File: config.mk
export PLATFORM = sky130hd
export DESIGN_NAME = dopc_top
export DESIGN_NICKNAME = d
export VERILOG_FILES = /design/src/pkg/dopc_pkg.sv /design/src/hw/dopc_top.sv
export VERILOG_INCLUDE_DIRS = /design/src /design/src/pkg
export SDC_FILE = /design/constraint.sdc
export NUM_CORES = 1
export LEC_CHECK = 0
export BUFFER_PORTS_ARGS = -buffer_cell sky130_fd_sc_hd__buf_2
export CORE_UTILIZATION = 59
export DETAILED_ROUTE_END_ITERATION = 8
export PLACE_DENSITY = 0.76
export SLEW_MARGIN = 20
export SYNTH_ARGS = -nofsm -noshare
export SYNTH_HDL_FRONTEND = slang
export SYNTH_SLANG_ARGS = --single-unit
export TNS_END_PERCENT = 5
File: constraint.sdc
create_clock -name i_clk -period 3.1 [get_ports i_clk]
set_input_delay 0.155 -clock i_clk [delete_from_list [all_inputs] [get_ports i_clk]]
set_output_delay 0.155 -clock i_clk [all_outputs]
set_load 0.05 [all_outputs]
File: src/pkg/dopc_consts.svh
`ifndef DOPC_CONSTS_SVH
`define DOPC_CONSTS_SVH

// Register byte offsets
`define DOPC_OFF_CTRL 12'h000
`define DOPC_OFF_STAT 12'h004
`define DOPC_OFF_CMD 12'h008
`define DOPC_OFF_GPIO 12'h00C

// Control register fields
`define DOPC_CTRL_SYNC_LSB 0
`define DOPC_CTRL_ACT_BIT 2
`define DOPC_CTRL_FAULT_BIT 3
`define DOPC_CTRL_SPIN_BIT 4
`define DOPC_CTRL_SOFTRST_BIT 5
`define DOPC_CTRL_RESET 32'h0000_0000

// Command register fields (write launches a command)
`define DOPC_CMD_ALTER_BIT 0

// Status register fields
`define DOPC_ST_MOTOR_BIT 0
`define DOPC_ST_STRAP_BIT 1
`define DOPC_ST_WP_BIT 2
`define DOPC_ST_PFAIL_BIT 3
`define DOPC_ST_REFUSED_BIT 4
`define DOPC_ST_DONE_BIT 5
`define DOPC_ST_SYNCSEEN_BIT 6
`define DOPC_ST_LOCKED_BIT 7

// Timing
`define DOPC_CLK_MHZ 125
`define DOPC_SYNC_OUT_NS 2000
`define DOPC_SYNC_IN_MIN_NS 1000
`define DOPC_SYNC_OUT_CYC ((`DOPC_SYNC_OUT_NS * `DOPC_CLK_MHZ) / 1000)
`define DOPC_SYNC_IN_CYC ((`DOPC_SYNC_IN_MIN_NS * `DOPC_CLK_MHZ + 999) / 1000)
`define DOPC_REV_CYC 1041625

`endif

File: src/pkg/dopc_pkg.sv
package dopc_pkg;
    // Spindle lock setting
    typedef enum logic [1:0] {
        DOPC_SYNC_OFF = 2'b00,
        DOPC_SYNC_FOLLOW = 2'b01,
        DOPC_SYNC_SOURCE = 2'b11
    } dopc_sync_t;
    // Motor state, Gray along stopped-spinning-ready
    typedef enum logic [1:0] {
        DOPC_MOT_STOP = 2'b00,
        DOPC_MOT_SPIN = 2'b01,
        DOPC_MOT_READY = 2'b11,
        DOPC_MOT_FAULT = 2'b10
    } dopc_motor_t;
endpackage

File: src/hw/dopc_top.sv
// Function
// Strap low: spin up without start command
// Strap high: wait for start command
// Sample strap at power-on, hard, soft reset
// Write protect low refuses media-altering commands
// Write protect checked at every command
// Source mode drives one pulse per revolution
// Follower mode aligns spindle to received pulses
// Sync pulses are low-going both ways
// Lock setting selects sync pin use
// Host warns power loss 6 ms early
// Power warning stops activity, handles fault
// Factory test strap is ignored
// Activity LED output is active low
// Fault LED output lights an LED
// Programmable pin one under firmware only
// Programmable pin two left unconnected
// Sync settings: off, follower, source
// Sourced sync pulse lasts 2 us
// External sync pulse at least 1 us
// Inputs pass a two-flop synchronizer
`include "dopc_consts.svh"

module dopc_top #(
    parameter int REV_CYCLES = `DOPC_REV_CYC,   // Spindle revolution length
    parameter int SPIN_CYCLES = 4096             // Motor spin-up time model
) (
    // Clock and reset
    input wire logic i_clk,
    input wire logic i_reset_n,
    // APB slave
    input wire logic i_psel,
    input wire logic i_penable,
    input wire logic i_pwrite,
    input wire logic [11:0] i_paddr,
    input wire logic [31:0] i_pwdata,
    input wire logic [3:0] i_pstrb,
    output logic [31:0] o_prdata,
    output logic o_pready,
    output logic o_pslverr,
    // Option pins
    input wire logic i_auto_spin_n,
    input wire logic i_write_protect_n,
    input wire logic i_power_warn_n,
    input wire logic i_factory_test_strap_n,
    input wire logic i_prog2,
    // Shared open-drain sync line
    input wire logic i_sync_n,
    output logic o_sync_n,
    output logic o_sync_oe,
    // Programmable pin one
    input wire logic i_prog1,
    output logic o_prog1,
    output logic o_prog1_oe,
    // Indicators and motor
    output logic o_activity_led_n,
    output logic o_fault_led_n,
    output logic o_motor_on,
    output logic o_spindle_adjust
);
    import dopc_pkg::*;

    localparam int SYNC_OUT_CYC = `DOPC_SYNC_OUT_CYC;
    localparam int SYNC_IN_CYC = `DOPC_SYNC_IN_CYC;

    // Synchronizer stages: bit0 strap, 1 wp, 2 pwr, 3 sync, 4 prog1
    logic [4:0] sync1_ff;
    logic [4:0] sync2_ff;
    // Register file
    logic [31:0] ctrl_ff;
    logic [31:0] gpio_ff;
    logic [7:0] stat_ff;
    // Strap capture request and pending
    logic [1:0] boot_ff; // Edges left before the power-on strap sample
    logic strap_req_ff; // Sample strap on the next edge
    logic strap_ff; // Strap level seen at the last sample
    logic start_cmd_ff; // Start unit command received
    // Motor
    dopc_motor_t motor_ff;
    logic [31:0] spin_cnt_ff;
    // Revolution and sync
    logic [31:0] rev_cnt_ff;
    logic [11:0] pulse_cnt_ff;
    logic [11:0] low_cnt_ff; // Low run on the received line, saturating
    logic pfail_ff; // Power warning seen, sticky

    // Register bus decode
    logic wr_en;
    logic rd_en;
    logic addr_ok;
    dopc_sync_t sync_mode;
    logic rev_tick;
    logic sync_accept;

    // Unused pins: test strap and prog2 never reach logic
    // (the ports exist only so the connector is complete)

    assign wr_en = i_psel && i_penable && i_pwrite;
    assign rd_en = i_psel && !i_penable && !i_pwrite;
    assign addr_ok = (i_paddr == `DOPC_OFF_CTRL) || (i_paddr == `DOPC_OFF_STAT) ||
                     (i_paddr == `DOPC_OFF_CMD) || (i_paddr == `DOPC_OFF_GPIO);
    // Reserved code 10 neither follows nor sources, but still sets pulse-seen
    assign sync_mode = dopc_sync_t'(ctrl_ff[`DOPC_CTRL_SYNC_LSB +: 2]);
    assign rev_tick = (rev_cnt_ff == 32'(REV_CYCLES - 1));
    // Accept a low pulse once it has held the minimum width
    assign sync_accept = (low_cnt_ff == 12'(SYNC_IN_CYC - 1)) && !sync2_ff[3];

    // Two-flop synchronizers, stage one read only by stage two
    always_ff @(posedge i_clk or negedge i_reset_n) begin
        if (!i_reset_n) begin
            sync1_ff <= 5'h1F;
            sync2_ff <= 5'h1F;
        end else begin
            sync1_ff <= {i_prog1, i_sync_n, i_power_warn_n, i_write_protect_n, i_auto_spin_n};
            sync2_ff <= sync1_ff;
        end
    end

    // APB answer: zero wait states, registered read data
    always_ff @(posedge i_clk or negedge i_reset_n) begin
        if (!i_reset_n) begin
            o_prdata <= 32'h0000_0000;
            o_pready <= 1'b0;
            o_pslverr <= 1'b0;
        end else begin
            // Ready in the access cycle only
            o_pready <= i_psel && !i_penable;
            // Unmapped offsets answer at once, with an error
            o_pslverr <= i_psel && !i_penable && !addr_ok;
            // Read data taken in setup, shown beside ready
            if (rd_en) begin
                unique case (i_paddr)
                    `DOPC_OFF_CTRL: o_prdata <= ctrl_ff;
                    `DOPC_OFF_STAT: o_prdata <= {24'h00_0000, stat_ff};
                    `DOPC_OFF_GPIO: o_prdata <= {gpio_ff[31:2], sync2_ff[4], gpio_ff[0]};
                    default: o_prdata <= 32'h0000_0000;
                endcase
            end
        end
    end

    // Control and firmware pin registers
    always_ff @(posedge i_clk or negedge i_reset_n) begin
        if (!i_reset_n) begin
            ctrl_ff <= `DOPC_CTRL_RESET;
            gpio_ff <= 32'h0000_0000;
        end else if (wr_en && o_pready) begin
            // Byte strobes honoured on both writable registers
            for (int b = 0; b < 4; b++) begin
                if (i_pstrb[b] && i_paddr == `DOPC_OFF_CTRL) begin
                    ctrl_ff[b*8 +: 8] <= i_pwdata[b*8 +: 8];
                end
                if (i_pstrb[b] && i_paddr == `DOPC_OFF_GPIO) begin
                    gpio_ff[b*8 +: 8] <= i_pwdata[b*8 +: 8];
                end
            end
        end else begin
            // Soft reset and start-unit bits self clear
            ctrl_ff[`DOPC_CTRL_SOFTRST_BIT] <= 1'b0;
            ctrl_ff[`DOPC_CTRL_SPIN_BIT] <= 1'b0;
        end
    end

    // Power-on delay: stage two holds its reset level for two edges,
    // so an earlier sample would always read the strap as inactive
    always_ff @(posedge i_clk or negedge i_reset_n) begin
        if (!i_reset_n) begin
            boot_ff <= 2'h2;
        end else if (boot_ff != 2'h0) begin
            // Count down once, then rest
            boot_ff <= boot_ff - 2'h1;
        end
    end

    // Strap sampling after power-on/hard reset release and each soft reset
    always_ff @(posedge i_clk or negedge i_reset_n) begin
        if (!i_reset_n) begin
            strap_req_ff <= 1'b0;
            strap_ff <= 1'b0;
        end else begin
            // Request one edge ahead so the sample sees a settled stage two
            strap_req_ff <= ctrl_ff[`DOPC_CTRL_SOFTRST_BIT] || (boot_ff == 2'h1);
            if (strap_req_ff) begin
                // Active low pin: low means spin up on its own
                strap_ff <= !sync2_ff[0];
            end
        end
    end

    // Start unit command latch; cleared by soft reset
    always_ff @(posedge i_clk or negedge i_reset_n) begin
        if (!i_reset_n) begin
            start_cmd_ff <= 1'b0;
        end else if (ctrl_ff[`DOPC_CTRL_SPIN_BIT]) begin
            // Remembered until a soft reset
            start_cmd_ff <= 1'b1;
        end else if (ctrl_ff[`DOPC_CTRL_SOFTRST_BIT]) begin
            start_cmd_ff <= 1'b0;
        end
    end

    // Power warning latch, sticky until reset
    always_ff @(posedge i_clk or negedge i_reset_n) begin
        if (!i_reset_n) begin
            pfail_ff <= 1'b0;
        end else if (!sync2_ff[2]) begin
            // Never cleared here: supply is about to go
            pfail_ff <= 1'b1;
        end
    end

    // Motor state machine
    always_ff @(posedge i_clk or negedge i_reset_n) begin
        if (!i_reset_n) begin
            motor_ff <= DOPC_MOT_STOP;
            spin_cnt_ff <= 32'h0000_0000;
        end else begin
            unique case (motor_ff)
                DOPC_MOT_STOP: begin
                    // Parked: wait for the strap or a start unit command
                    spin_cnt_ff <= 32'h0000_0000;
                    if (pfail_ff) begin
                        motor_ff <= DOPC_MOT_FAULT;
                    end else if ((strap_ff && !strap_req_ff) || start_cmd_ff) begin
                        motor_ff <= DOPC_MOT_SPIN;
                    end
                end
                DOPC_MOT_SPIN: begin
                    // Spin-up time is a model count, not a speed sensor
                    spin_cnt_ff <= spin_cnt_ff + 32'h0000_0001;
                    if (pfail_ff) begin
                        motor_ff <= DOPC_MOT_FAULT;
                    end else if (spin_cnt_ff == 32'(SPIN_CYCLES - 1)) begin
                        motor_ff <= DOPC_MOT_READY;
                    end
                end
                DOPC_MOT_READY: begin
                    // Ready for media access until power goes
                    if (pfail_ff) begin
                        motor_ff <= DOPC_MOT_FAULT;
                    end
                end
                DOPC_MOT_FAULT: begin
                    // Power is going; stay parked until reset
                    motor_ff <= DOPC_MOT_FAULT;
                end
            endcase
        end
    end

    // Revolution counter; follower realigns to accepted pulse
    always_ff @(posedge i_clk or negedge i_reset_n) begin
        if (!i_reset_n) begin
            rev_cnt_ff <= 32'h0000_0000;
        end else if (motor_ff == DOPC_MOT_STOP || motor_ff == DOPC_MOT_FAULT) begin
            rev_cnt_ff <= 32'h0000_0000;
        end else if (sync_mode == DOPC_SYNC_FOLLOW && sync_accept) begin
            // Follower snaps its phase to the accepted pulse
            rev_cnt_ff <= 32'h0000_0000;
        end else if (rev_tick) begin
            rev_cnt_ff <= 32'h0000_0000;
        end else begin
            rev_cnt_ff <= rev_cnt_ff + 32'h0000_0001;
        end
    end

    // Low-width counter on the received line
    always_ff @(posedge i_clk or negedge i_reset_n) begin
        if (!i_reset_n) begin
            low_cnt_ff <= 12'h000;
        end else begin
            if (sync2_ff[3]) begin
                // Line released: no pulse in progress
                low_cnt_ff <= 12'h000;
            end else if (low_cnt_ff != 12'hFFF) begin
                low_cnt_ff <= low_cnt_ff + 12'h001;
            end
        end
    end

    // Source pulse: 2 us low per revolution, open drain
    always_ff @(posedge i_clk or negedge i_reset_n) begin
        if (!i_reset_n) begin
            pulse_cnt_ff <= 12'h000;
            o_sync_oe <= 1'b0;
            o_sync_n <= 1'b1;
        end else begin
            // Open drain: data stays low, only the enable moves
            o_sync_n <= 1'b0;
            if (sync_mode == DOPC_SYNC_SOURCE && motor_ff == DOPC_MOT_READY && rev_tick) begin
                // New revolution: start a sourced pulse
                pulse_cnt_ff <= 12'(SYNC_OUT_CYC);
                o_sync_oe <= 1'b1;
            end else if (pulse_cnt_ff > 12'h001) begin
                // Pulse runs out even if the mode changes meanwhile
                pulse_cnt_ff <= pulse_cnt_ff - 12'h001;
                o_sync_oe <= 1'b1;
            end else begin
                // Released: the line's pull-up takes it high
                pulse_cnt_ff <= 12'h000;
                o_sync_oe <= 1'b0;
            end
        end
    end

    // Outputs, status and command gating
    always_ff @(posedge i_clk or negedge i_reset_n) begin
        if (!i_reset_n) begin
            stat_ff <= 8'h00;
            o_activity_led_n <= 1'b1;
            o_fault_led_n <= 1'b1;
            o_motor_on <= 1'b0;
            o_spindle_adjust <= 1'b0;
            o_prog1 <= 1'b0;
            o_prog1_oe <= 1'b0;
        end else begin
            // Motor drive follows the state, one edge later
            o_motor_on <= (motor_ff == DOPC_MOT_SPIN) || (motor_ff == DOPC_MOT_READY);
            o_activity_led_n <= !(ctrl_ff[`DOPC_CTRL_ACT_BIT] && !pfail_ff);
            o_fault_led_n <= !(ctrl_ff[`DOPC_CTRL_FAULT_BIT] || pfail_ff);
            o_spindle_adjust <= (sync_mode == DOPC_SYNC_FOLLOW) && sync_accept;
            o_prog1 <= gpio_ff[0];
            o_prog1_oe <= gpio_ff[1];
            stat_ff[`DOPC_ST_MOTOR_BIT] <= (motor_ff == DOPC_MOT_READY);
            stat_ff[`DOPC_ST_STRAP_BIT] <= strap_ff;
            stat_ff[`DOPC_ST_WP_BIT] <= !sync2_ff[1];
            stat_ff[`DOPC_ST_PFAIL_BIT] <= pfail_ff;
            stat_ff[`DOPC_ST_LOCKED_BIT] <= (sync_mode == DOPC_SYNC_FOLLOW) && sync_accept
                ? 1'b1 : (sync_mode == DOPC_SYNC_FOLLOW) && stat_ff[`DOPC_ST_LOCKED_BIT];
            // Sticky pulse-seen: set wins over write clear
            if (sync_accept && sync_mode != DOPC_SYNC_OFF) begin
                stat_ff[`DOPC_ST_SYNCSEEN_BIT] <= 1'b1;
            end else if (wr_en && o_pready && i_paddr == `DOPC_OFF_STAT) begin
                stat_ff[`DOPC_ST_SYNCSEEN_BIT] <= 1'b0;
            end
            // Each command samples write protect afresh
            if (wr_en && o_pready && i_paddr == `DOPC_OFF_CMD) begin
                stat_ff[`DOPC_ST_DONE_BIT] <= 1'b1;
                stat_ff[`DOPC_ST_REFUSED_BIT] <= i_pwdata[`DOPC_CMD_ALTER_BIT] &&
                    (!sync2_ff[1] || pfail_ff);
            end
        end
    end

endmodule

* Word-level counts from Yosys, hierarchy flattened
Cells that the tools add are included.
** Word-level totals
- Flip-flop bits (word level) :: 220
- Bits of input ports :: 60
- Logic and storage cells :: 143
** Operators by class
- $add $sub $neg :: 5
- Magnitude comparators :: 1
- Equality and inequality tests :: 17
- Mux-type cells :: 24
- Reduce and logical (&&, ||, !) cells :: 61
** Operators with widths (count)
- 32-bit two-way mux :: 3
- 32-bit one-hot mux with 3 select lines :: 1
- 32-bit by 1-bit adder with 32-bit output, second input constant :: 2
- 32-bit one-hot mux with 2 select lines :: 1
- 12-bit two-way mux :: 4
- 32-bit by 12-bit == test with 1-bit output, second input constant :: 1
- 32-bit by 20-bit == test with 1-bit output, second input constant :: 1
- 1-bit logical AND :: 25
- 12-bit by 4-bit == test with 1-bit output, second input constant :: 2
- 2-bit AND reduction :: 8
- 12-bit by 1-bit adder with 12-bit output, second input constant :: 1
- 12-bit by 3-bit == test with 1-bit output, second input constant :: 1
- 12-bit by 7-bit == test with 1-bit output, second input constant :: 1
- 12-bit by 1-bit > comparator with 1-bit output, second input constant :: 1
- 12-bit zero test :: 1
- 2-bit two-way mux :: 6
- 12-bit inequality test, second input constant :: 1
- 2-bit nonzero test :: 6
- 12-bit by 1-bit subtractor with 12-bit output, second input constant :: 1
- 1-bit zero test :: 10
- 1-bit logical OR :: 9
- 2-bit one-hot mux with 4 select lines :: 1
- 1-bit two-way mux :: 7
- 2-bit by 1-bit == test with 1-bit output, second input constant :: 3
- 7 further kinds :: 11

* Longest topological paths before layout
- Depth after elaboration :: 6
- Mapped depth :: 9
- Depth with buffers taken out :: 7

* Worst setup path after synthesis
No wires, ideal clock.
- Path type :: flip-flop to flip-flop
- From :: reg rev_cnt_ff[0]
- To :: reg rev_cnt_ff[23]
- Setup time :: 0.132 ns
- Arrival :: 2.037 ns
- Required time :: 2.968 ns
- Slack :: 0.931 ns
- Stages on the path, launching flop included :: 10
- Path through :: dfrtp_1 -> inv_1 -> ha_1 -> nor4b_1 -> nand4_1 -> nor4_1 -> or2_2 -> clkbuf_1 -> buf_1 -> nor2_1
** On the way
- Word-level cells in the longest chain between the ends :: 4
** RTL lines
- start: declaration :: line dopc_top.sv:82 : logic [31:0] rev_cnt_ff;
- start signal: assignment :: line dopc_top.sv:263 : rev_cnt_ff <= rev_cnt_ff + 32'h0000_0001;
- 32-bit by 1-bit adder with 32-bit output / 32-bit by 20-bit == test with 1-bit output (equally long branches) :: line dopc_top.sv:263, dopc_top.sv:104
- 32-bit two-way mux (*) :: line dopc_top.sv:260 : end else if (rev_tick) begin
- 32-bit two-way mux (*) :: line dopc_top.sv:257 : end else if (sync_mode == DOPC_SYNC_FOLLOW && sync_accept) begin
- 32-bit two-way mux (*) :: line dopc_top.sv:255 : end else if (motor_ff == DOPC_MOT_STOP || motor_ff == DOPC_MOT_FAULT) begin
Every way passes the cells marked *; elsewhere a longest branch is shown, timed or not.
A chain may end at the register's enable or synchronous reset.

* Worst setup path after layout
- From :: reg spin_cnt_ff[0]
- To :: reg spin_cnt_ff[28]
** On the way
- Word-level cells in the longest chain between the ends :: 2
** RTL lines
- start: declaration :: line dopc_top.sv:80 : logic [31:0] spin_cnt_ff;
- start signal: assignment :: line dopc_top.sv:230 : spin_cnt_ff <= spin_cnt_ff + 32'h0000_0001;
- 32-bit by 1-bit adder with 32-bit output :: line dopc_top.sv:230
- 32-bit one-hot mux with 2 select lines :: line dopc_top.sv:218 : unique case (motor_ff)
Every way passes these cells.

==> results.toml <==
[status]
status = "completed"

[yosys]
synth_top_area_cell = "dfrtp_1"
syn_area_um2 = 9600
syn-instance-count = 836
synthTopCellsByCount = "206 x dfrtp_1, 102 x nor2_1, 62 x mux2_2"
synth_ff_type = "dfrtp_1"
synth_most_common_cell = "dfrtp_1"
synth_area_leaders = "dfrtp_1 54%, mux2_2 7.3%, nor2_1 4.0%"
syn_nets = 905
syn_area_per_cell_um2 = 11.5
yosysSeqAreaShare = 0.575
yosys.area.top_type_share = 0.537
synthArstFlopShare = 1.00
synth_edf_count = 0
synthDistinctLibCells = 55
synth_seq_cells = 220
yosys_warnings = 0

[pwr]
powerDensity_nw_per_um2 = 518
p_leak_uw = 0.00549
irDropWorstVdd_v = 0.000605

[die]
rows = 46
die_x_um = 130
chipHeight_um = 130
num_io_pins = 102
die-area_um2 = 16800
initial_core_util = 0.604
core_area_um2 = 15900

[sta]
setup_viol = 0
period_minus_slack_ps = 2340
hold_violations = 0
setup_tns_ps = 0
finClkSkew_ps = 9.59
slew_viol_final = 0
fmax_ghz = 0.427
hold_ws_ps = 63.9
period_share = 0.755
max_slew_margin = 0.521
rsz0062_at_grt = "false"
worstMarginPinSlew_ps = 717

[clock_network]
cts_setup_buffers = 0
clk_pin_slew_ps = 60
cts_tree = "done"
clock_path_buffers = 3
cts_root_buf = "clkbuf_16"
cts_buffers = 23
htreeDepth = 1
clock_sinks = 220
clock_latency_ps = 500

[drt]
drc = 0
drt_pass1_iterations = 4
drt_wl_total_um = 20600
detail-route-antenna-nets = 0
avgViaCountPerCell = 5.62
wl_per_cell_um = 17.0
drt_iter0_drc = 383
num_vias = 6824

[placement]
io_buffers = 99
place_area_um2 = 10400
dp.final_hpwl_um = 12700
gp_congestion = 0.798

[hold_path]
min_path_type = "in -> reg"

[worst_setup_path]
arrival_ps = 2760
worstSetupPathType = "reg -> reg"
cp.required_ps = 3520
crit_path_start_kind = "flop"
critPathSlowestCell = "nor4b_2"
cp_max_fo = 6
path_cells = "ha_1 > and3b_1 > nor4b_2 > nand3_1 > or3_1 > a21oi_1"
max_stage_delay_ps = 620
crit_path_end_kind = "flop"

[run]
maxCapViolCount = 0

[global_routing]
grt_use_total = 0.255
antenna_found_initial = 0
first_global_vias = 6964
gr-total-overflow = 0
grt_start_max_net_pins = 97
grt_pass1_wl_um = 34100

[final_layout]
stdcell_area_um2 = 11600
n_fill_cell = 1123
post-route-util = 0.728
drive_gt1_frac = 0.238
area_growth_pct = 20.5
diodes = 0
fin_nets = 1052
power breakdown:
part           internal, uW  switching, uW
clock network          1790           1100
logic                  80.3            116
registers              2890           9.86
total                  4760           1230
registers in the layout (all words and copies together), names as in the netlist, 2 cells and up:
register / count
pulse_cnt_ff: 12
boot_ff: 2
low_cnt_ff: 12
motor_ff: 2
ctrl_ff: 32
gpio_ff: 32
rev_cnt_ff: 32
stat_ff: 8
sync1_ff: 5
sync2_ff: 5
o_prdata: 32
spin_cnt_ff: 32
cell type report:
type / count / area (um^2) / area share
clock buffer: 31 / 646 / 0.0558
clock inverter: 10 / 156 / 0.0135
inverter: 20 / 75.1 / 0.00649
multi-input combinational: 569 / 3900 / 0.337
sequential: 220 / 5520 / 0.478
tap: 216 / 270 / 0.0234
timing repair buffer: 149 / 993 / 0.0859
per-stage QoR:
| stage | cells | setup slack [ps] | total power [uW] |
|---|---|---|---|
| final | 1215 | 760 | 5990 |
| after global routing | 1215 | 537 | 6180 |
| after CTS | 1215 | 748 | 6040 |
| after detailed placement | 1134 | 728 | 3110 |
| after global placement | 1134 | 737 | 3110 |
| after floorplan | 836 | 931 | 2990 |
path summary, 6_finish.rpt:
kind | from | endpoint | slack, ps | depth (start not counted)
max reg2reg | spin_cnt_ff[0] | spin_cnt_ff[28] | 760 | 6
min reg2reg | sync1_ff[2] | sync2_ff[2] | 350 | 0
min | i_pwrite | ctrl_ff[4] | 60 | 3
min in group asynchronous | i_reset_n | rev_cnt_ff[15] | 270 | 2
max in group asynchronous | i_reset_n | gpio_ff[11] | 1960 | 3
max | spin_cnt_ff[0] | spin_cnt_ff[28] | 760 | 6
worst max-delay path, delay by kind of cell, from the launching register on:
kind	cells	cell delay, ps
fa+ha+maj	1	270
flops	1	380
compound gates	1	140
simple gates	4	1460
metal layers:
metal  wire length, um  up-vias  part of all wire  global-route usage
li1                  -     3251                 -                   -
met1              9150     3415              0.44               0.347
met2             10200      129              0.50               0.427
met3               822       29             0.040              0.0446
met4               436        0             0.021              0.0677
met5                 0        -                 0                   0
kinds of logic after synthesis:
group,count (synthesis),share of synthesized area
multiplexers,75,0.0864
buffers and inverters,47,0.0192
flip-flops,220,0.575
AND/OR/NAND/NOR,330,0.182
XOR/XNOR,69,0.0630
adder cells (fa/ha/maj),9,0.0117
other,1,0.000391
AO/OA/AOI/OAI,85,0.0618
repair_timing:
| action | CTS | global route |
|---|---|---|
| hold buffers | 40 | 0 |
| endpoints found under the hold margin | 150 | 0 |
| resized for setup | 0 | 0 |
placed cells by master (no fill, tap or decap), types with 5 or more instances in the layout:
master,synthesis,routed
dfrtp_1,206,206
nor2_1,102,102
buf_2,3,98
mux2_2,62,62
nand2_1,43,43
xnor2_1,42,42
dlygate4sd3_1,0,40
nand3_1,29,29
xor2_1,27,27
o21ai_0,26,26
a221o_1,24,24
nand4_1,23,23
and2_1,23,23
clkbuf_16,0,23
inv_1,20,20
a21oi_1,19,19
nor4_1,17,17
nor3_1,18,17
dfstp_2,14,14
mux2i_1,12,12
and4_1,11,11
and3_1,10,10
or3_1,9,9
ha_1,9,9
buf_4,1,9
nor2b_1,6,6
nand2b_1,7,6
nor4b_1,5,5
Note: power is estimated with default switching activity, not from simulation.
